### config.mk
export PLATFORM = sky130hd
export DESIGN_NAME = iefc_host
export DESIGN_NICKNAME = d
export VERILOG_FILES = /design/src/iefc_pkg.sv /design/src/iefc_decode.sv /design/src/iefc_host.sv
export SDC_FILE = /design/constraint.sdc
export NUM_CORES = 1
export LEC_CHECK = 0
export BUFFER_PORTS_ARGS = -buffer_cell sky130_fd_sc_hd__buf_2
export CORE_MARGIN = 1
export CORE_UTILIZATION = 44
export CTS_CLUSTER_DIAMETER = 60
export CTS_CLUSTER_SIZE = 10
export DETAILED_ROUTE_END_ITERATION = 8
export PLACE_DENSITY_LB_ADDON = 0.1
export SLEW_MARGIN = 20
export SYNTH_ARGS = -nofsm -noshare
export SYNTH_HDL_FRONTEND = slang
export SYNTH_HIERARCHICAL = 1
export SYNTH_SLANG_ARGS = --single-unit
### constraint.sdc
create_clock -name clk -period 27.2 [get_ports clk]
set_input_delay 2.72 -clock clk [delete_from_list [all_inputs] [get_ports clk]]
set_output_delay 2.72 -clock clk [all_outputs]
set_load 0.02 [all_outputs]
### src/iefc_pkg.sv
// Operation
// - Key mask is 4 bits: 0001 type, 0010 status, 0011 both, 1111 all, 0100-1110 reserved
// - Location area field is 14 bits, any value, serving or neighbour cell
// - Length indicator is 11-bit unsigned bit count of next element, 0 to 2047
// - Transmission unit code 3 bits: 296, 576, 1006, 1500, 2002; 0, 6, 7 reserved
// - Country code field is 10 bits, any value
// - Mean throughput 5 bits: 0 no value, 31 best effort, 19-30 reserved
// - Mean throughput codes 1-18 decode to 1-2-5 steps from 100 to 50000000 octets/h
// - Mean active throughput uses peak table; valid only while activity timer runs; only the encoder checks the timer, decode ignores it
// - Message index is 16-bit unsigned pointer into the short message stack
// - Message reference is 8-bit unsigned, 0 to 255
package iefc_pkg;
    localparam int W_KEY   = 4;
    localparam int W_LOC   = 14;
    localparam int W_LEN   = 11;
    localparam int W_MAXD  = 8;
    localparam int W_MTU   = 3;
    localparam int W_CC    = 10;
    localparam int W_THR   = 5;
    localparam int W_ACT   = 4;
    localparam int W_IDX   = 16;
    localparam int W_REF   = 8;
    localparam int W_CHR   = 8;
    localparam int RAW_W   = 16;
    localparam int VAL_W   = 26;
    localparam int CNT_W   = 5;
    localparam int THR_BASE    = 100;
    localparam int THR_LAST    = 18;
    localparam logic [4:0]  THR_NONE = 5'h00;
    localparam logic [4:0]  THR_BEST = 5'h1F;
    localparam logic [31:0] ENC_BEST = 32'hFFFF_FFFF;
    localparam logic [25:0] DEC_BEST = 26'h3FF_FFFF;
    localparam logic [3:0]  KEY_TYPE = 4'h1;
    localparam logic [3:0]  KEY_STAT = 4'h2;
    localparam logic [3:0]  KEY_BOTH = 4'h3;
    localparam logic [3:0]  KEY_ALL  = 4'hF;

    typedef enum logic [3:0] {
        F_KEY  = 4'b0000,
        F_LOC  = 4'b0001,
        F_LEN  = 4'b0010,
        F_MAXD = 4'b0011,
        F_MTU  = 4'b0100,
        F_CC   = 4'b0101,
        F_THR  = 4'b0110,
        F_ACT  = 4'b0111,
        F_IDX  = 4'b1000,
        F_REF  = 4'b1001,
        F_CHR  = 4'b1010
    } iefc_field_t;

    function automatic logic [4:0] field_width(input logic [3:0] f);
        case (f)
            F_KEY:   field_width = 5'(W_KEY);
            F_LOC:   field_width = 5'(W_LOC);
            F_LEN:   field_width = 5'(W_LEN);
            F_MAXD:  field_width = 5'(W_MAXD);
            F_MTU:   field_width = 5'(W_MTU);
            F_CC:    field_width = 5'(W_CC);
            F_THR:   field_width = 5'(W_THR);
            F_ACT:   field_width = 5'(W_ACT);
            F_IDX:   field_width = 5'(W_IDX);
            F_REF:   field_width = 5'(W_REF);
            F_CHR:   field_width = 5'(W_CHR);
            default: field_width = 5'h00;
        endcase
    endfunction

    function automatic logic key_reserved(input logic [3:0] k);
        key_reserved = !(k == KEY_TYPE || k == KEY_STAT ||
                         k == KEY_BOTH || k == KEY_ALL);
    endfunction

    // Zero marks a reserved code
    function automatic logic [11:0] mtu_octets(input logic [2:0] c);
        case (c)
            3'h1:    mtu_octets = 12'd296;
            3'h2:    mtu_octets = 12'd576;
            3'h3:    mtu_octets = 12'd1006;
            3'h4:    mtu_octets = 12'd1500;
            3'h5:    mtu_octets = 12'd2002;
            default: mtu_octets = 12'h000;
        endcase
    endfunction

    function automatic logic [2:0] mtu_code(input logic [31:0] o);
        mtu_code = 3'h0;
        for (int c = 1; c < 6; c++) begin
            if (o == {20'h0_0000, mtu_octets(3'(c))}) mtu_code = 3'(c);
        end
    endfunction

    // 1-2-5 ladder; zero outside codes 1..18
    function automatic logic [25:0] thr_octets(input logic [4:0] c);
        int v;
        v = THR_BASE;
        for (int i = 1; i < THR_LAST; i++) begin
            if (i < int'(c)) begin
                if (i % 3 == 2) v = v * 5 / 2;
                else v = v * 2;
            end
        end
        thr_octets = (c >= 5'h01 && int'(c) <= THR_LAST) ? 26'(v) : 26'h0;
    endfunction

    function automatic logic [4:0] thr_code(input logic [31:0] o);
        thr_code = 5'h00;
        for (int c = 1; c <= THR_LAST; c++) begin
            if (o == {6'h00, thr_octets(5'(c))}) thr_code = 5'(c);
        end
    endfunction
endpackage

### src/iefc_decode.sv
`timescale 1ns/10ps
module iefc_decode (
    // Received field
    input  wire logic [3:0]  field,
    input  wire logic [15:0] raw,
    // Meaning
    output logic      [25:0] value,
    output logic             invalid
);
    always_comb begin
        value   = 26'h0;
        invalid = 1'b0;
        unique case (field)
            iefc_pkg::F_KEY: begin
                invalid = iefc_pkg::key_reserved(raw[3:0]);
                value   = invalid ? 26'h0 : {22'h0, raw[3:0]};
            end
            iefc_pkg::F_MTU: begin
                value   = {14'h0, iefc_pkg::mtu_octets(raw[2:0])};
                invalid = (value == 26'h0);
            end
            iefc_pkg::F_THR: begin
                if (raw[4:0] == iefc_pkg::THR_BEST) begin
                    value = iefc_pkg::DEC_BEST;
                end else if (raw[4:0] != iefc_pkg::THR_NONE) begin
                    value   = iefc_pkg::thr_octets(raw[4:0]);
                    invalid = (value == 26'h0);
                end
            end
            // Strings are 7-bit ASCII, one octet each
            iefc_pkg::F_CHR: begin
                invalid = raw[7];
                value   = invalid ? 26'h0 : {18'h0, raw[7:0]};
            end
            iefc_pkg::F_LOC, iefc_pkg::F_LEN, iefc_pkg::F_MAXD,
            iefc_pkg::F_CC, iefc_pkg::F_ACT, iefc_pkg::F_IDX,
            iefc_pkg::F_REF: begin
                value = {10'h0, raw};
            end
            default: invalid = 1'b1;
        endcase
    end
endmodule

### src/iefc_host.sv
`timescale 1ns/10ps
module iefc_host (
    // Clock and reset
    input  wire logic        clk,
    input  wire logic        rst_n,
    // Encode orders
    input  wire logic        enc_valid,
    input  wire logic [3:0]  enc_field,
    input  wire logic [31:0] enc_value,
    input  wire logic        ctx_timer_run,
    output logic             enc_ready,
    output logic             enc_err,
    // Serial pins towards the mobile termination
    output logic             tx_bit,
    output logic             tx_strobe,
    input  wire logic        rx_bit,
    input  wire logic        rx_strobe,
    // Decode results
    input  wire logic [3:0]  rx_field,
    output logic             dec_valid,
    output logic [3:0]       dec_field,
    output logic [15:0]      dec_raw,
    output logic [25:0]      dec_value,
    output logic             dec_invalid
);
    typedef enum logic [1:0] {
        ENC_IDLE = 2'b00,
        ENC_LOW  = 2'b01,
        ENC_HIGH = 2'b10
    } iefc_enc_t;

    iefc_enc_t   st_r, st_nxt;
    logic [15:0] sh_r, sh_nxt;
    logic [4:0]  cnt_r, cnt_nxt;
    logic        tx_bit_r, tx_bit_nxt, tx_stb_r, tx_stb_nxt;
    logic        rdy_r, rdy_nxt, err_r, err_nxt;
    logic [15:0] code;
    logic [4:0]  w;
    logic        bad;

    // Meaning to code, with range and reserved checks
    always_comb begin
        w    = iefc_pkg::field_width(enc_field);
        code = 16'(enc_value);
        bad  = (w == 5'h00) || ((enc_value >> w) != 32'h0);
        unique case (enc_field)
            iefc_pkg::F_KEY:
                bad = bad || iefc_pkg::key_reserved(enc_value[3:0]);
            iefc_pkg::F_MTU: begin
                code = {13'h0, iefc_pkg::mtu_code(enc_value)};
                bad  = (code == 16'h0);
            end
            iefc_pkg::F_THR: begin
                if (enc_value == iefc_pkg::ENC_BEST) begin
                    code = {11'h0, iefc_pkg::THR_BEST};
                end else begin
                    code = {11'h0, iefc_pkg::thr_code(enc_value)};
                end
                bad = (enc_value != 32'h0) && (code == 16'h0);
            end
            iefc_pkg::F_ACT:
                bad = bad || !ctx_timer_run;
            default: ;
        endcase
    end

    // Serialiser: bit stands two cycles, strobe high in the second
    always_comb begin
        st_nxt     = st_r;
        sh_nxt     = sh_r;
        cnt_nxt    = cnt_r;
        tx_bit_nxt = tx_bit_r;
        tx_stb_nxt = 1'b0;
        rdy_nxt    = rdy_r;
        err_nxt    = 1'b0;
        unique case (st_r)
            ENC_IDLE: begin
                if (enc_valid) begin
                    if (bad) begin
                        err_nxt = 1'b1;
                    end else begin
                        sh_nxt     = 16'(code << (5'd16 - w));
                        cnt_nxt    = w;
                        tx_bit_nxt = sh_nxt[15];
                        rdy_nxt    = 1'b0;
                        st_nxt     = ENC_LOW;
                    end
                end
            end
            ENC_LOW: begin
                tx_stb_nxt = 1'b1;
                st_nxt     = ENC_HIGH;
            end
            ENC_HIGH: begin
                if (cnt_r == 5'h01) begin
                    rdy_nxt = 1'b1;
                    st_nxt  = ENC_IDLE;
                end else begin
                    sh_nxt     = {sh_r[14:0], 1'b0};
                    cnt_nxt    = cnt_r - 5'h01;
                    tx_bit_nxt = sh_r[14];
                    st_nxt     = ENC_LOW;
                end
            end
            default: st_nxt = ENC_IDLE;
        endcase
    end

    always_ff @(posedge clk) begin
        if (!rst_n) begin
            st_r     <= ENC_IDLE;
            sh_r     <= 16'h0000;
            cnt_r    <= 5'h00;
            tx_bit_r <= 1'b0;
            tx_stb_r <= 1'b0;
            rdy_r    <= 1'b1;
            err_r    <= 1'b0;
        end else begin
            st_r     <= st_nxt;
            sh_r     <= sh_nxt;
            cnt_r    <= cnt_nxt;
            tx_bit_r <= tx_bit_nxt;
            tx_stb_r <= tx_stb_nxt;
            rdy_r    <= rdy_nxt;
            err_r    <= err_nxt;
        end
    end

    assign enc_ready = rdy_r;
    assign enc_err   = err_r;
    assign tx_bit    = tx_bit_r;
    assign tx_strobe = tx_stb_r;

    // Receive side; pins pass two flops first
    logic [1:0]  bit_s_r, bit_s_nxt;
    logic [2:0]  stb_s_r, stb_s_nxt;
    logic [15:0] acc_r, acc_nxt;
    logic [4:0]  rcnt_r, rcnt_nxt;
    logic [3:0]  rfld_r, rfld_nxt;
    logic        pend_r, pend_nxt;
    logic [15:0] raw_q_r, raw_q_nxt;
    logic [3:0]  fld_q_r, fld_q_nxt;
    logic        dv_r, dv_nxt, di_r, di_nxt;
    logic [3:0]  df_r, df_nxt;
    logic [15:0] dr_r, dr_nxt;
    logic [25:0] dval_r, dval_nxt;
    logic [25:0] m_value;
    logic        m_invalid;
    logic [3:0]  f_use;

    iefc_decode iefc_decode_i (
        .field   (fld_q_r),
        .raw     (raw_q_r),
        .value   (m_value),
        .invalid (m_invalid)
    );

    // Field chosen at the first bit so a late change cannot split it
    always_comb begin
        bit_s_nxt = {bit_s_r[0], rx_bit};
        stb_s_nxt = {stb_s_r[1:0], rx_strobe};
        acc_nxt   = acc_r;
        rcnt_nxt  = rcnt_r;
        rfld_nxt  = rfld_r;
        pend_nxt  = 1'b0;
        raw_q_nxt = raw_q_r;
        fld_q_nxt = fld_q_r;
        f_use     = (rcnt_r == 5'h00) ? rx_field : rfld_r;
        if (stb_s_r[1] && !stb_s_r[2]) begin
            // Fresh start per field so no stale bits reach the raw word
            acc_nxt  = (rcnt_r == 5'h00) ? {15'h0000, bit_s_r[1]}
                                         : {acc_r[14:0], bit_s_r[1]};
            rfld_nxt = f_use;
            if (rcnt_r + 5'h01 >= iefc_pkg::field_width(f_use)) begin
                pend_nxt  = 1'b1;
                raw_q_nxt = acc_nxt;
                fld_q_nxt = f_use;
                rcnt_nxt  = 5'h00;
            end else begin
                rcnt_nxt = rcnt_r + 5'h01;
            end
        end
        dv_nxt   = pend_r;
        di_nxt   = pend_r ? m_invalid : di_r;
        dval_nxt = pend_r ? m_value : dval_r;
        df_nxt   = pend_r ? fld_q_r : df_r;
        dr_nxt   = pend_r ? raw_q_r : dr_r;
    end

    always_ff @(posedge clk) begin
        if (!rst_n) begin
            bit_s_r <= 2'b00;
            stb_s_r <= 3'b000;
            acc_r   <= 16'h0000;
            rcnt_r  <= 5'h00;
            rfld_r  <= 4'h0;
            pend_r  <= 1'b0;
            raw_q_r <= 16'h0000;
            fld_q_r <= 4'h0;
            dv_r    <= 1'b0;
            di_r    <= 1'b0;
            df_r    <= 4'h0;
            dr_r    <= 16'h0000;
            dval_r  <= 26'h0;
        end else begin
            bit_s_r <= bit_s_nxt;
            stb_s_r <= stb_s_nxt;
            acc_r   <= acc_nxt;
            rcnt_r  <= rcnt_nxt;
            rfld_r  <= rfld_nxt;
            pend_r  <= pend_nxt;
            raw_q_r <= raw_q_nxt;
            fld_q_r <= fld_q_nxt;
            dv_r    <= dv_nxt;
            di_r    <= di_nxt;
            df_r    <= df_nxt;
            dr_r    <= dr_nxt;
            dval_r  <= dval_nxt;
        end
    end

    assign dec_valid   = dv_r;
    assign dec_invalid = di_r;
    assign dec_field   = df_r;
    assign dec_raw     = dr_r;
    assign dec_value   = dval_r;

    logic take;
    assign take = enc_valid && rdy_r && (st_r == ENC_IDLE);

    property p_key_rsv;
        @(posedge clk) disable iff (!rst_n)
        take && enc_field == iefc_pkg::F_KEY && enc_value[3:0] >= 4'h4 &&
        enc_value[3:0] <= 4'hE |=> enc_err && enc_ready;
    endproperty
    a_key_rsv: assert property (p_key_rsv) else $error("key mask accepted");

    property p_loc_range;
        @(posedge clk) disable iff (!rst_n)
        take && enc_field == iefc_pkg::F_LOC && enc_value[31:14] != 18'h0
        |=> enc_err && !tx_strobe;
    endproperty
    a_loc_range: assert property (p_loc_range) else $error("loc too wide");

    property p_len_frame;
        @(posedge clk) disable iff (!rst_n)
        take && enc_field == iefc_pkg::F_LEN && enc_value < 32'd2048
        |=> !enc_ready ##1 tx_strobe ##1 !tx_strobe ##20 enc_ready;
    endproperty
    a_len_frame: assert property (p_len_frame) else $error("len frame");

    property p_mtu_dec;
        @(posedge clk) disable iff (!rst_n)
        dec_valid && dec_field == iefc_pkg::F_MTU && dec_raw[2:0] == 3'h4
        |-> dec_value == 26'd1500 && !dec_invalid;
    endproperty
    a_mtu_dec: assert property (p_mtu_dec) else $error("mtu 1500");

    property p_mtu_rsv;
        @(posedge clk) disable iff (!rst_n)
        dec_valid && dec_field == iefc_pkg::F_MTU &&
        (dec_raw[2:0] == 3'h0 || dec_raw[2:0] >= 3'h6) |-> dec_invalid;
    endproperty
    a_mtu_rsv: assert property (p_mtu_rsv) else $error("mtu reserved");

    property p_cc_range;
        @(posedge clk) disable iff (!rst_n)
        take && enc_field == iefc_pkg::F_CC && enc_value[31:10] == 22'h0
        |=> !enc_err && !enc_ready;
    endproperty
    a_cc_range: assert property (p_cc_range) else $error("cc refused");

    property p_thr_rsv;
        @(posedge clk) disable iff (!rst_n)
        dec_valid && dec_field == iefc_pkg::F_THR &&
        dec_raw[4:0] >= 5'd19 && dec_raw[4:0] <= 5'd30
        |-> dec_invalid && dec_value == 26'h0;
    endproperty
    a_thr_rsv: assert property (p_thr_rsv) else $error("thr reserved");

    property p_thr_top;
        @(posedge clk) disable iff (!rst_n)
        dec_valid && dec_field == iefc_pkg::F_THR && dec_raw[4:0] == 5'd18
        |-> dec_value == 26'd50000000;
    endproperty
    a_thr_top: assert property (p_thr_top) else $error("thr 18");

    property p_act_timer;
        @(posedge clk) disable iff (!rst_n)
        take && enc_field == iefc_pkg::F_ACT && !ctx_timer_run |=> enc_err;
    endproperty
    a_act_timer: assert property (p_act_timer) else $error("act no timer");

    property p_ref_range;
        @(posedge clk) disable iff (!rst_n)
        take && enc_field == iefc_pkg::F_REF && enc_value > 32'd255
        |=> enc_err;
    endproperty
    a_ref_range: assert property (p_ref_range) else $error("ref range");

    property p_idx_pass;
        @(posedge clk) disable iff (!rst_n)
        dec_valid && dec_field == iefc_pkg::F_IDX
        |-> dec_value == {10'h0, dec_raw} && !dec_invalid;
    endproperty
    a_idx_pass: assert property (p_idx_pass) else $error("idx decode");

    c_enc_err: cover property (@(posedge clk) disable iff (!rst_n) enc_err);
    c_dec_thr: cover property (@(posedge clk) disable iff (!rst_n)
        dec_valid && dec_field == iefc_pkg::F_THR);
    c_enc_done: cover property (@(posedge clk) disable iff (!rst_n)
        !enc_ready ##1 enc_ready);
endmodule

Yosys cells after proc, flatten, opt, wreduce, memory -nomap -nowiden
Memory sizes are Yosys's and may differ from the RTL's.
Cells that the tools add are included.
Storage, ports and cells
  output and inout bits: 52
  register bits: 124
  ROM bits: 160
  memories kept: 2
Memory list
  (no name shown): words 16, bits a word 5, rd ports 1, clocked after memory_dff 0, write ports 0, RTL line iefc_pkg.sv:53  | case (f)
  (no name shown): words 16, bits a word 5, rd ports 1, clocked after memory_dff 0, write ports 0, RTL line iefc_pkg.sv:53
Operators by class
  bitwise operators: 12
  multiplexer cells: 143
  multiply operators: 12
  reductions and logical operators: 36
  add/sub/neg operators: 15
  shift-type cells: 2
  equality and inequality tests: 58
  $lt $le $gt $ge: 20
Operators with widths (number)
  $mux W32: 45
  $mux W26: 29
  $eq A32 B26 Y1: 17
  $mul A32 B4 Y32 const B: 12
  $add A32 B1 Y32: 5
  $eq A32 B12 Y1: 5
  $add A30 B1 Y30: 5
  $pmux W26 S5: 1
  $mux W5: 23
  $mux W12: 6
  $reduce_bool A32 Y1: 2
  $pmux W11 S5: 1
  $add A26 B1 Y26: 2
  $mux W15: 3
  $lt A4 B5 Y1 const A: 8
  $eq A32 B32 Y1 const B: 1
  $eq A32 B7 Y1 const B: 1
  $mux W16: 2
  $pmux W16 S2: 1
  $shr A32 B5 Y32: 1
  $pmux W15 S2: 1
  $eq A4 B3 Y1 const B: 7
  $logic_not A26 Y1: 1
  $eq A4 B2 Y1 const B: 6
  other kinds (48): 113

Longest topological paths before layout
Gate-level depths: netlist (run 1).
  depth in word-level cells: 62
  gate-level depth with buffers: 72

Modules after synthesis
Netlist (run 1), hierarchy kept.
By module, submodules not included
  iefc_decode: times used 1, area each 10903.0 µm², cells an instance 1633
  iefc_host: times used 1, area each 8077.7 µm², cells an instance 1039

Worst setup path before layout (run 1)
No wires, ideal clock.
  kind: flip-flop to flip-flop
  start point: reg raw_q_r[1]
  end point: reg di_r, in the netlist dec_invalid
  required time: 27135 ps
  library setup time: 65 ps
  clock period less this slack: 14074 ps
  path buffers: 3
  arrival: 14009 ps
  setup slack: 13126 ps
  stages on the path, launching flop included: 65
  path through: dfxtp_1 > clkbuf_1 > inv_1 > ha_1 > clkbuf_1 > a21boi_0 > nor2_1 > nor2_1 > inv_1 > ha_1 > nor2b_1 > a21oi_1 > nor2_1 > ha_1 > ha_1 > fa_1 > a21o_1 > and4_1 > [... 29 more ...] > o211ai_1 > o21ai_0 > ha_1 > ha_1 > nand2_1 > nor3_1 > nand3_1 > o211ai_1 > o21ai_0 > a311o_1 > and2_1 > mux2i_1 > nand4_1 > nor4_2 > nand2_1 > nand3_1 > mux2i_1 > nor2_1
Between the ends
  word-level cells in the longest chain between the ends: 62
RTL lines
  start: declaration: RTL line iefc_host.sv:141  | logic [15:0] raw_q_r, raw_q_nxt;
  start signal: assignment: RTL line iefc_host.sv:212  | raw_q_r <= raw_q_nxt;
  $lt A1 B5 Y1: RTL line iefc_pkg.sv:98  | if (i < int'(c)) begin
  $mux W8: RTL line iefc_pkg.sv:98
  $mux W32: RTL line iefc_decode.sv:25  | end else if (raw[4:0] != iefc_pkg::THR_NONE) begin
  $mux W32: RTL line iefc_decode.sv:23  | if (raw[4:0] == iefc_pkg::THR_BEST) begin
  $mux W32: RTL line iefc_decode.sv:13  | unique case (field)
  $mul A32 B4 Y32: RTL line iefc_pkg.sv:99  | if (i % 3 == 2) v = v * 5 / 2;
  $and A1 B1 Y1 (no line)
  $add A32 B1 Y32 (no line)
  [... 47 more ...]
  $mux W26: RTL line iefc_decode.sv:23
  $mux W26: RTL line iefc_decode.sv:13
  $mux W26: RTL line iefc_pkg.sv:103  | thr_octets = (c >= 5'h01 && int'(c) <= THR_LAST) ? 26'(v) : 26'h0;
  $logic_not A26 Y1: RTL line iefc_decode.sv:27  | invalid = (value == 26'h0);
  $mux W1: RTL line iefc_decode.sv:25
  $mux W1: RTL line iefc_decode.sv:23
  $pmux W1 S5 *: RTL line iefc_decode.sv:13
  named net m_invalid: RTL line iefc_host.sv:148  | logic m_invalid;
  end signal: assignment: RTL line iefc_host.sv:215  | di_r <= di_nxt;
  end: declaration: RTL line iefc_host.sv:143  | logic dv_r, dv_nxt, di_r, di_nxt;
Mark *: on every way through the listed nets, which the timed path passes. The rest lies on a longest branch. The select of a mux whose other input is x is not followed.
A chain may end at the register's enable or synchronous reset.

Worst setup path in the final report (run 1)
Ends and elaborated chain as after synthesis.

==> results.ini, run 1 <==
[outcome]
status = finished clean

[floorplanning]
core-area_um2 = 42230
io_pins = 98
start_util_pct = 44.95
die_area_um2 = 43970
die_width_um = 209.7
rows = 75
fp.dieH_um = 209.7

[power]
netSwitchingFraction_pct = 31.33
power.internal_mw = 0.3311
total_power_mw = 0.4821
powerDensity_nw_per_um2 = 23.84
p_comb_share_pct = 19.6
peakVddDrop_mv = 0.03795
seqPwrFrac_pct = 38.7
p_clk_share_pct = 41.7
p_switching_mw = 0.1511
leakage_nw = 8.436

[clock_tree]
cts.sinks = 124
clockBufferDepth = 2
cts_resized = 0
hold_buffers = 0
clk_latency_ns = 0.42
clockRootBuffer = clkbuf_16
cts_tree = built
htreeDepth = 4
post-cts-setup-buffer-count = 0
cts_buffers = 17
clk_pin_slew_ns = 0.06

[finish]
final_cell_area_um2 = 20230
utilization_pct = 47.90
drive_above_1_share_pct = 9.440
final_cell_count_no_fill = 3199
area_delta_synth_final_pct = 6.572
layout.nets = 2889

[global_routing]
grt_max_degree = 66
gr-total-overflow = 0
use_met3_pct = 3.202
grt_pass1_vias = 20085
use_met2_pct = 52.73
use_met1_pct = 42.68
antenna_found_initial = 2
gr-max-usage-layer = met2
grt_pass1_wl_um = 113200
track_usage_pct = 31.94

[sta]
hold_viol = 0
hold_ws_ns = 0.4300
setup_viol = 0
clock_skew_ns = 0.01521
finalMaxSlewViolations = 0
finalCriticalPeriod_ns = 17.33
worstMarginPinSlew_ns = 1.163
finalCritPeriodShare_pct = 63.72
rsz0062_at_grt = no
fin_ws_ns = 9.867
fmax_mhz = 57.69
relSlewSlack_pct = 22.17
tns_ns = 0

[critical_path]
reg2regPathDepth = 61
end_kind = flip-flop
cp_common_cell = ha_1
worst_setup_path_start_kind = flip-flop
endpoint = dec_invalid
worstPathRequired_ns = 27.54
cp_max_fo = 17
crit_arrival_ns = 17.67
crit_type = reg2reg
regToRegStartpoint = raw_q_r[1]
r2r_slack_ns = 9.87
max_stage_delay_ns = 0.74
cpMaxStageDelayCell = a2111oi_0
r2r_end = dec_invalid
crit_path_start = raw_q_r[1]

[placed_design]
placed_cells = 3166
placed_area_um2 = 19690
pre_cts_slack_ns = 10.11
dp_hpwl_um = 55470
place.gp.congestion = 0.9685
port_buffers = 97

[synthesis]
synth.distinct_cells = 117
synth_edf_count = 0
ys_seq_elements = 124
syn_area_um2 = 18980
syn_inst = 2672
synthFlopType = dfxtp_1
async_reset_ff_share_pct = 0
seq_area_frac_synth_pct = 13.08
yosysWarnings = 6
syn_nets = 2915
syn_area_per_cell_um2 = 7.104

[run]
drv_cap = 0

[detailed_routing]
drc_errors = 0
drtIter0Drc = 2272
wl_um = 71620
vias = 21460
antenna_left = 0
wl_per_cell_um = 22.39
routed_via_density = 6.708
drtPass1Iterations = 7

[worst_hold_path]
hold_class = reg2reg
hold_start = stb_s_r[0]

## registers in the layout (all words and copies together), names as in the netlist, 2 cells and up
register   flops
rfld_r         4
rcnt_r         5
cnt_r          5
fld_q_r        4
bit_s_r        2
st_r           2
stb_s_r        3
dec_field      4
dec_value     26
raw_q_r       16
sh_r          15
acc_r         15
dec_raw       16
## layout make-up
type / instances / area, um2
diodes: 1 / 2.502
clock buffers: 18 / 429.2
clock inverters: 14 / 97.59
fillers: 4370 / 22000
inverters: 69 / 261.5
multi-input cells: 2304 / 15540
flip-flops and latches: 124 / 2485
well taps: 539 / 674.4
repair buffers: 130 / 733.2
## cell usage in the layout (no fill, tap or decap), drive strengths merged, types with 54 or more instances in the layout
cell type / synthesis / layout
nor2: 275 / 275
nand2: 261 / 261
a21oi: 200 / 200
ha: 192 / 192
o21ai: 150 / 150
buf: 41 / 130
dfxtp: 124 / 124
nand3: 110 / 110
nor3: 91 / 91
mux2i: 81 / 81
inv: 68 / 70
a211oi: 54 / 54
## worst max-delay path, delay by kind of cell (launching register included)
family / cells / cell delay [ns]
mux: 2 / 0.40
simple gates: 22 / 4.31
buf+inv: 2 / 0.15
xor+xnor: 2 / 0.45
compound gates: 20 / 6.82
fa+ha+maj: 13 / 4.44
flops: 1 / 0.70
## worst min path at each step
stage	end	slack (ns)	cells after the start
2_1_floorplan	bit_s_r[1]	0.41	1
3_3_place_gp	stb_s_r[1]	0.42	1
3_5_place_dp	stb_s_r[1]	0.42	1
4_1_cts	stb_s_r[1]	0.43	1
5_1_grt	bit_s_r[1]	0.46	1
6_report	stb_s_r[1]	0.43	1
## routing by layer
metal	vias up	routed length [um]	share of wire, %
met1	10151	31350	44
li1	10129	-	-
met2	991	32550	45
met5	-	17	0.024
met4	2	2900	4.0
met3	187	4804	6.7
## kinds of logic (layout without fill, tap and decap cells)
family	after synthesis	after routing	share of synthesized area [%]
DFF	124	124	13.08
xor gates and xnor gates	66	66	3.085
other	0	1	0
muxes	89	89	4.806
AOI/OAI and AO/OA	872	872	32.27
buffers and inverters	244	231	5.148
and+or+nand+nor	1080	1080	28.43
adders and majority gates	197	197	13.18
## Yosys cell counts (42+ instances only)
| cell | number | area share [%] |
|---|---|---|
| nor2_1 | 274 | 5.4 |
| nand2_1 | 260 | 5.1 |
| a21oi_1 | 199 | 5.2 |
| ha_1 | 192 | 13 |
| clkbuf_1 | 134 | 2.6 |
| o21ai_0 | 132 | 3.5 |
| dfxtp_1 | 124 | 13 |
| nand3_1 | 109 | 2.9 |
| nor3_1 | 90 | 2.4 |
| mux2i_1 | 81 | 4.3 |
| inv_1 | 65 | 1.3 |
| a211oi_1 | 50 | 2.0 |
| a21o_1 | 47 | 1.9 |
| nand4_1 | 42 | 1.4 |
## power groups by stage
stage,combinational (mW),sequential [mW],clock [mW]
final,0.0946,0.186,0.201
after global routing,0.103,0.187,0.213
after CTS,0.0925,0.186,0.206
after detailed placement,0.0921,0.190,0
after global placement,0.0918,0.190,0
after floorplan,0.0660,0.189,0
Power figures use the tool's default switching activity.
==> run 2, diff against run 1 <==
Clock period 27.2 ns to 16.2 ns, I/O delays scaled along.
==> run 2 against run 1 <==
  * First-iteration DRC count is 0.53% higher
  * Critical path depth is 5 higher
  * Sequential share of layout area is 0.28 points lower
  * Non-clock buffer count is 21 higher
  * Critical endpoint unchanged
==> results.ini, run 2 (synthesized netlist as in run 1, its figures left out) <==
[finish]
multi_input_area_um2 = 15780  ; was 15540 um2
num-fill-cells = 4343  ; was 4370
area_delta_synth_final_pct = 9.058  ; was 6.572%
layout_commonest_cell = nor2_1  ; unchanged
drive_above_1_share_pct = 11.43  ; was 9.440%
utilization_pct = 49.02  ; was 47.90%
layout.nets = 2910  ; was 2889
largest_reg_flops = 26  ; unchanged
ff_latch_area_um2 = 2485  ; unchanged
final_cell_mix = nor2_1, nand2_1, a21oi_1, ha_1, o21ai_0  ; unchanged

[placed_design]
place.gp.congestion = 0.9874  ; was 0.9685
port_buffers = 97  ; unchanged
dp_hpwl_um = 58000  ; was 55470 um

[global_routing]
antenna_found_initial = 2  ; unchanged
gr-total-overflow = 0  ; unchanged
track_usage_pct = 33.15  ; was 31.94%
grt_pass1_vias = 20345  ; was 20085
grt_pass1_wl_um = 116700  ; was 113200 um
grt_max_degree = 61  ; was 66

[critical_path]
cp_max_fo = 8  ; was 17
crit_type = reg2reg  ; unchanged
crit_arrival_ns = 15.65  ; was 17.67 ns
max_stage_delay_ns = 0.46  ; was 0.74 ns
cp_common_cell = ha_1  ; unchanged
r2r_end = dec_invalid  ; unchanged
worstPathRequired_ns = 16.55  ; was 27.54 ns
end_kind = flip-flop  ; unchanged
r2r_slack_ns = 0.90  ; was 9.87 ns
reg2regPathDepth = 66  ; was 61
cpMaxStageDelayCell = or4_1  ; was a2111oi_0
regToRegStartpoint = raw_q_r[2]  ; was raw_q_r[1]
worst_setup_path_start_kind = flip-flop  ; unchanged

[detailed_routing]
antenna_left = 0  ; unchanged
wl_um = 74940  ; was 71620 um
drtIter0Drc = 2284  ; was 2272
drc_errors = 0  ; unchanged
wl_per_cell_um = 23.28  ; was 22.39 um
routed_via_density = 6.710  ; was 6.708
vias = 21601  ; was 21460
drtPass1Iterations = 7  ; unchanged

[sta]
clock_skew_ns = 0.01165  ; was 0.01521 ns
fmax_mhz = 65.37  ; was 57.69 MHz
finalMaxSlewViolations = 0  ; unchanged
tns_ns = 0  ; unchanged
setup_viol = 0  ; unchanged
hold_viol = 0  ; unchanged
finalCriticalPeriod_ns = 15.30  ; was 17.33 ns
finalCritPeriodShare_pct = 94.43  ; was 63.72%
worstMarginPinSlew_ns = 1.192  ; was 1.163 ns
relSlewSlack_pct = 20.26  ; was 22.17%

[clock_tree]
clk_pin_slew_ns = 0.06  ; about the same
clk_latency_ns = 0.42  ; about the same
clockRootBuffer = clkbuf_16  ; unchanged
clockBufferDepth = 2  ; unchanged
cts_buffers = 17  ; unchanged
cts.sinks = 124  ; unchanged
hold_buffers = 0  ; unchanged
htreeDepth = 4  ; unchanged
cts_tree = built  ; unchanged

[power]
powerDensity_nw_per_um2 = 41.68  ; was 23.84 nW/um2
leakage_nw = 8.632  ; was 8.436 nW
peakVddDrop_mv = 0.07211  ; was 0.03795 mV

[run]
drv_cap = 0  ; unchanged

[worst_hold_path]
holdPathEnd = bit_s_r[1]  ; was stb_s_r[1]
holdPathStages = 1  ; unchanged
hold_start = bit_s_r[0]  ; was stb_s_r[0]
hold_class = reg2reg  ; unchanged

[floorplanning]
fp.dieH_um = 209.7  ; unchanged
io_pins = 98  ; unchanged
die_area_um2 = 43970  ; unchanged
rows = 75  ; unchanged
die_width_um = 209.7  ; unchanged
start_util_pct = 44.95  ; unchanged
core-area_um2 = 42230  ; unchanged

[outcome]
status = finished clean  ; unchanged

-- run 2: cell types whose count changed in the layout (fill, tap and decap cells not counted), sizes merged --
| cell | previous run | this run |
|---|---|---|
| clkinv | 11 | 3 |
| buf | 130 | 151 |
| bufinv | 0 | 3 |
| diode | 1 | 2 |
| clkbuf | 18 | 21 |
-- run 2: worst max-delay path by stage --
stage               slack (ns)          end  depth (start not counted)       start
floorplan                 2.13  dec_invalid                         64  raw_q_r[1]
global placement         -0.08  dec_invalid                         65  raw_q_r[2]
detailed placement       -0.26  dec_invalid                         65  raw_q_r[2]
CTS                       0.01  dec_invalid                         65  raw_q_r[2]
global route             -0.01  dec_invalid                         67  raw_q_r[2]
finish                    0.90  dec_invalid                         66  raw_q_r[2]
-- run 2: critical path: cells and delay by family (launching register included) --
family	cells	cell delay (ns)
flops	1	0.31
fa+ha+maj	13	4.22
compound gates	22	5.42
mux	2	0.27
buf+inv	5	0.76
simple gates	24	4.25
-- run 2: layout make-up --
class | count | area share [%]
multi-input cells | 2304 | 76.21
flip-flops and latches | 124 | 12.00
repair buffers | 151 | 4.304
well taps | 539 | 3.258
clock buffers | 21 | 2.273
inverters | 69 | 1.263
clock inverters | 9 | 0.6588
diodes | 2 | 0.02418
-- run 2: metrics by stage --
step                setup WS (ns)  instance area (um2)  hold WS, ns  power (mW)  cells
floorplan                   2.126                18980       0.4119      0.4289   2672
global placement         -0.08309                19830       0.4229      0.4739   3183
detailed placement        -0.2609                19830       0.4255      0.4745   3183
CTS                       0.01382                20440       0.4395      0.8649   3213
global route             -0.01427                20700       0.4710      0.8971   3219
finish                     0.9028                20700       0.4389      0.8627   3219
-- run 2: power by group --
group	internal [mW]	switching [mW]	total [mW]
logic	0.0516	0.107	0.159
clock network	0.253	0.138	0.391
registers	0.309	0.00402	0.313
-- run 2: per-layer routing --
| layer | GRT usage, % | share of wire [%] |
|---|---|---|
| met5 | 0 | 0 |
| met4 | 11.96 | 3.4 |
| met3 | 3.890 | 6.9 |
| met2 | 55.48 | 46 |
| met1 | 43.69 | 43 |
-- run 2: repair_timing --
action / in CTS / in global routing
resized for setup: 2 / 44
buffers inserted: 0 / 4
endpoints found under the setup margin: 2 / 12
pin swaps: 0 / 3
==> run 3, diff against run 2 <==
Settings changed: PLACE_DENSITY_LB_ADDON 0.1 to 0.05.
==> run 3 against run 2 <==
  * Sequential cell count unchanged
  * Critical path depth decreased by 6
  * Highest routed layer unchanged
  * Cell count about the same
  * Critical path type unchanged
  * Combinational power about the same
  * Total power increased by 0.12%
  * Core utilization about the same
  * Worst hold slack got worse by 0.0041 ns
  * First-iteration DRC count decreased by 5.1%
==> results.ini, run 3 (synthesized netlist as in run 1, its figures left out) <==
[critical_path]
worstPathRequired_ns = 16.55  ; about the same
r2r_end = dec_invalid  ; unchanged
timing.critical_path.buf_inv = 4  ; was 5
crit_type = reg2reg  ; unchanged
cpMaxStageDelayCell = a2111oi_0  ; was or4_1
max_stage_delay_ns = 0.53  ; was 0.46 ns
cp_max_fo = 9  ; was 8
cp_top_family = compound AO/OA/AOI/OAI gates  ; unchanged
worst_setup_path_start_kind = flip-flop  ; unchanged
crit_arrival_ns = 15.83  ; was 15.65 ns
reg2regPathDepth = 60  ; was 66
end_kind = flip-flop  ; unchanged
regToRegStartpoint = raw_q_r[1]  ; was raw_q_r[2]
r2r_slack_ns = 0.72  ; was 0.90 ns
cp_common_cell = ha_1  ; unchanged

[clock_tree]
cts_tree = built  ; unchanged
cts_buffers = 17  ; unchanged
clk_pin_slew_ns = 0.06  ; about the same
cts.sinks = 124  ; unchanged
htreeDepth = 4  ; unchanged
clk_latency_ns = 0.42  ; about the same
clockRootBuffer = clkbuf_16  ; unchanged
clockBufferDepth = 2  ; unchanged

[global_routing]
track_usage_pct = 32.81  ; was 33.15%
grt_pass1_vias = 20041  ; was 20345
grt_pass1_wl_um = 115600  ; was 116700 um
antenna_found_initial = 0  ; was 2
gr-total-overflow = 0  ; unchanged
grt_max_degree = 59  ; was 61

[placed_design]
placed_area_um2 = 19810  ; was 19830 um2
port_buffers = 97  ; unchanged
dp_hpwl_um = 57870  ; was 58000 um
place.gp.congestion = 0.9927  ; was 0.9874
placed_cells = 3181  ; was 3183

[sta]
finalCritPeriodShare_pct = 95.54  ; was 94.43%
fmax_mhz = 64.61  ; was 65.37 MHz
finalCriticalPeriod_ns = 15.48  ; was 15.30 ns
worstMarginPinSlew_ns = 1.055  ; was 1.192 ns
relSlewSlack_pct = 29.43  ; was 20.26%
hold_viol = 0  ; unchanged
finalMaxSlewViolations = 0  ; unchanged
setup_viol = 0  ; unchanged
clock_skew_ns = 0.01444  ; was 0.01165 ns

[worst_hold_path]
hold_start = bit_s_r[0]  ; unchanged
hold_class = reg2reg  ; unchanged
holdPathStages = 1  ; unchanged
holdPathEnd = bit_s_r[1]  ; unchanged

[detailed_routing]
drtIter0Drc = 2167  ; was 2284
routed_via_density = 6.695  ; was 6.710
wl_per_cell_um = 23.25  ; was 23.28 um
wl_um = 74810  ; was 74940 um
vias = 21544  ; was 21601
antenna_left = 0  ; unchanged
drtPass1Iterations = 5  ; was 7
drc_errors = 0  ; unchanged

[run]
drv_cap = 0  ; unchanged

[floorplanning]
die_area_um2 = 43970  ; unchanged
rows = 75  ; unchanged
die_width_um = 209.7  ; unchanged
io_pins = 98  ; unchanged
core-area_um2 = 42230  ; unchanged
fp.dieH_um = 209.7  ; unchanged
start_util_pct = 44.95  ; unchanged

[finish]
layout_commonest_cell = nor2_1  ; unchanged
layout.nets = 2909  ; was 2910
final_cell_mix = nor2_1, nand2_1, a21oi_1, ha_1, o21ai_0  ; unchanged
largest_reg_flops = 26  ; unchanged
diodes = 0  ; was 2
drive_above_1_share_pct = 11.50  ; was 11.43%
final_cell_count_no_fill = 3218  ; was 3219
area_delta_synth_final_pct = 9.044  ; was 9.058%
final_cell_area_um2 = 20700  ; about the same

[power]
leakage_nw = 8.620  ; was 8.632 nW
powerDensity_nw_per_um2 = 41.73  ; was 41.68 nW/um2
total_power_mw = 0.8638  ; was 0.8627 mW
peakVddDrop_mv = 0.08689  ; was 0.07211 mV

[outcome]
status = finished clean  ; unchanged

[run 3: routing by layer]
metal	share of wire (%)	vias to the layer above	GRT usage (%)
met5	0	-	0
met4	3.7	0	11.91
met3	6.4	182	3.696
met2	46	946	54.44
met1	44	10254	43.70
li1	-	10162	-
[run 3: power breakdown]
group / internal, mW / total, mW / switching (mW)
Sequential: 0.309 / 0.313 / 0.00399
Clock: 0.246 / 0.391 / 0.145
Combinational: 0.0516 / 0.160 / 0.108
Total: 0.607 / 0.864 / 0.257
[run 3: repair_timing]
item                                    CTS  global route
gates resized for setup                   5            46
pin swaps                                 0             3
endpoints found under the setup margin    3            12
hold endpoints to repair                  0             0
gates cloned                              0             0
hold buffers                              0             0
setup buffers                             0             5
[run 3: worst max-delay path by stage]
| stage | cells past startpoint | start | endpoint |
|---|---|---|---|
| floorplan | 64 | raw_q_r[1] | dec_invalid |
| global placement | 63 | raw_q_r[1] | dec_invalid |
| detailed placement | 63 | raw_q_r[1] | dec_invalid |
| CTS | 62 | raw_q_r[1] | dec_invalid |
| global route | 67 | raw_q_r[1] | dec_invalid |
| finish | 60 | raw_q_r[1] | dec_invalid |
[run 3: metrics by stage]
stage / setup TNS (ns) / hold slack, ns / setup slack, ns / utilization [%]
after floorplan: 0 / 0.4119 / 2.126 / -
after global placement: -0.7147 / 0.4271 / -0.3464 / 46.92
after detailed placement: -0.8164 / 0.4206 / -0.4046 / 46.92
after CTS: 0 / 0.4382 / 0.01185 / 48.42
after global routing: -0.01305 / 0.4620 / -0.01305 / 49.01
final: 0 / 0.4348 / 0.7223 / 49.01
[run 3: area by class of cell]
| class | instances | area (um2) |
|---|---|---|
| Tap cell | 539 | 674.4 |
| Multi-Input combinational cell | 2304 | 15780 |
| Fill cell | 4355 | 21530 |
| Sequential cell | 124 | 2486 |
| Inverter | 69 | 261.5 |
| Clock buffer | 18 | 439.2 |
| Timing Repair Buffer | 150 | 883.3 |
| Clock inverter | 14 | 170.2 |
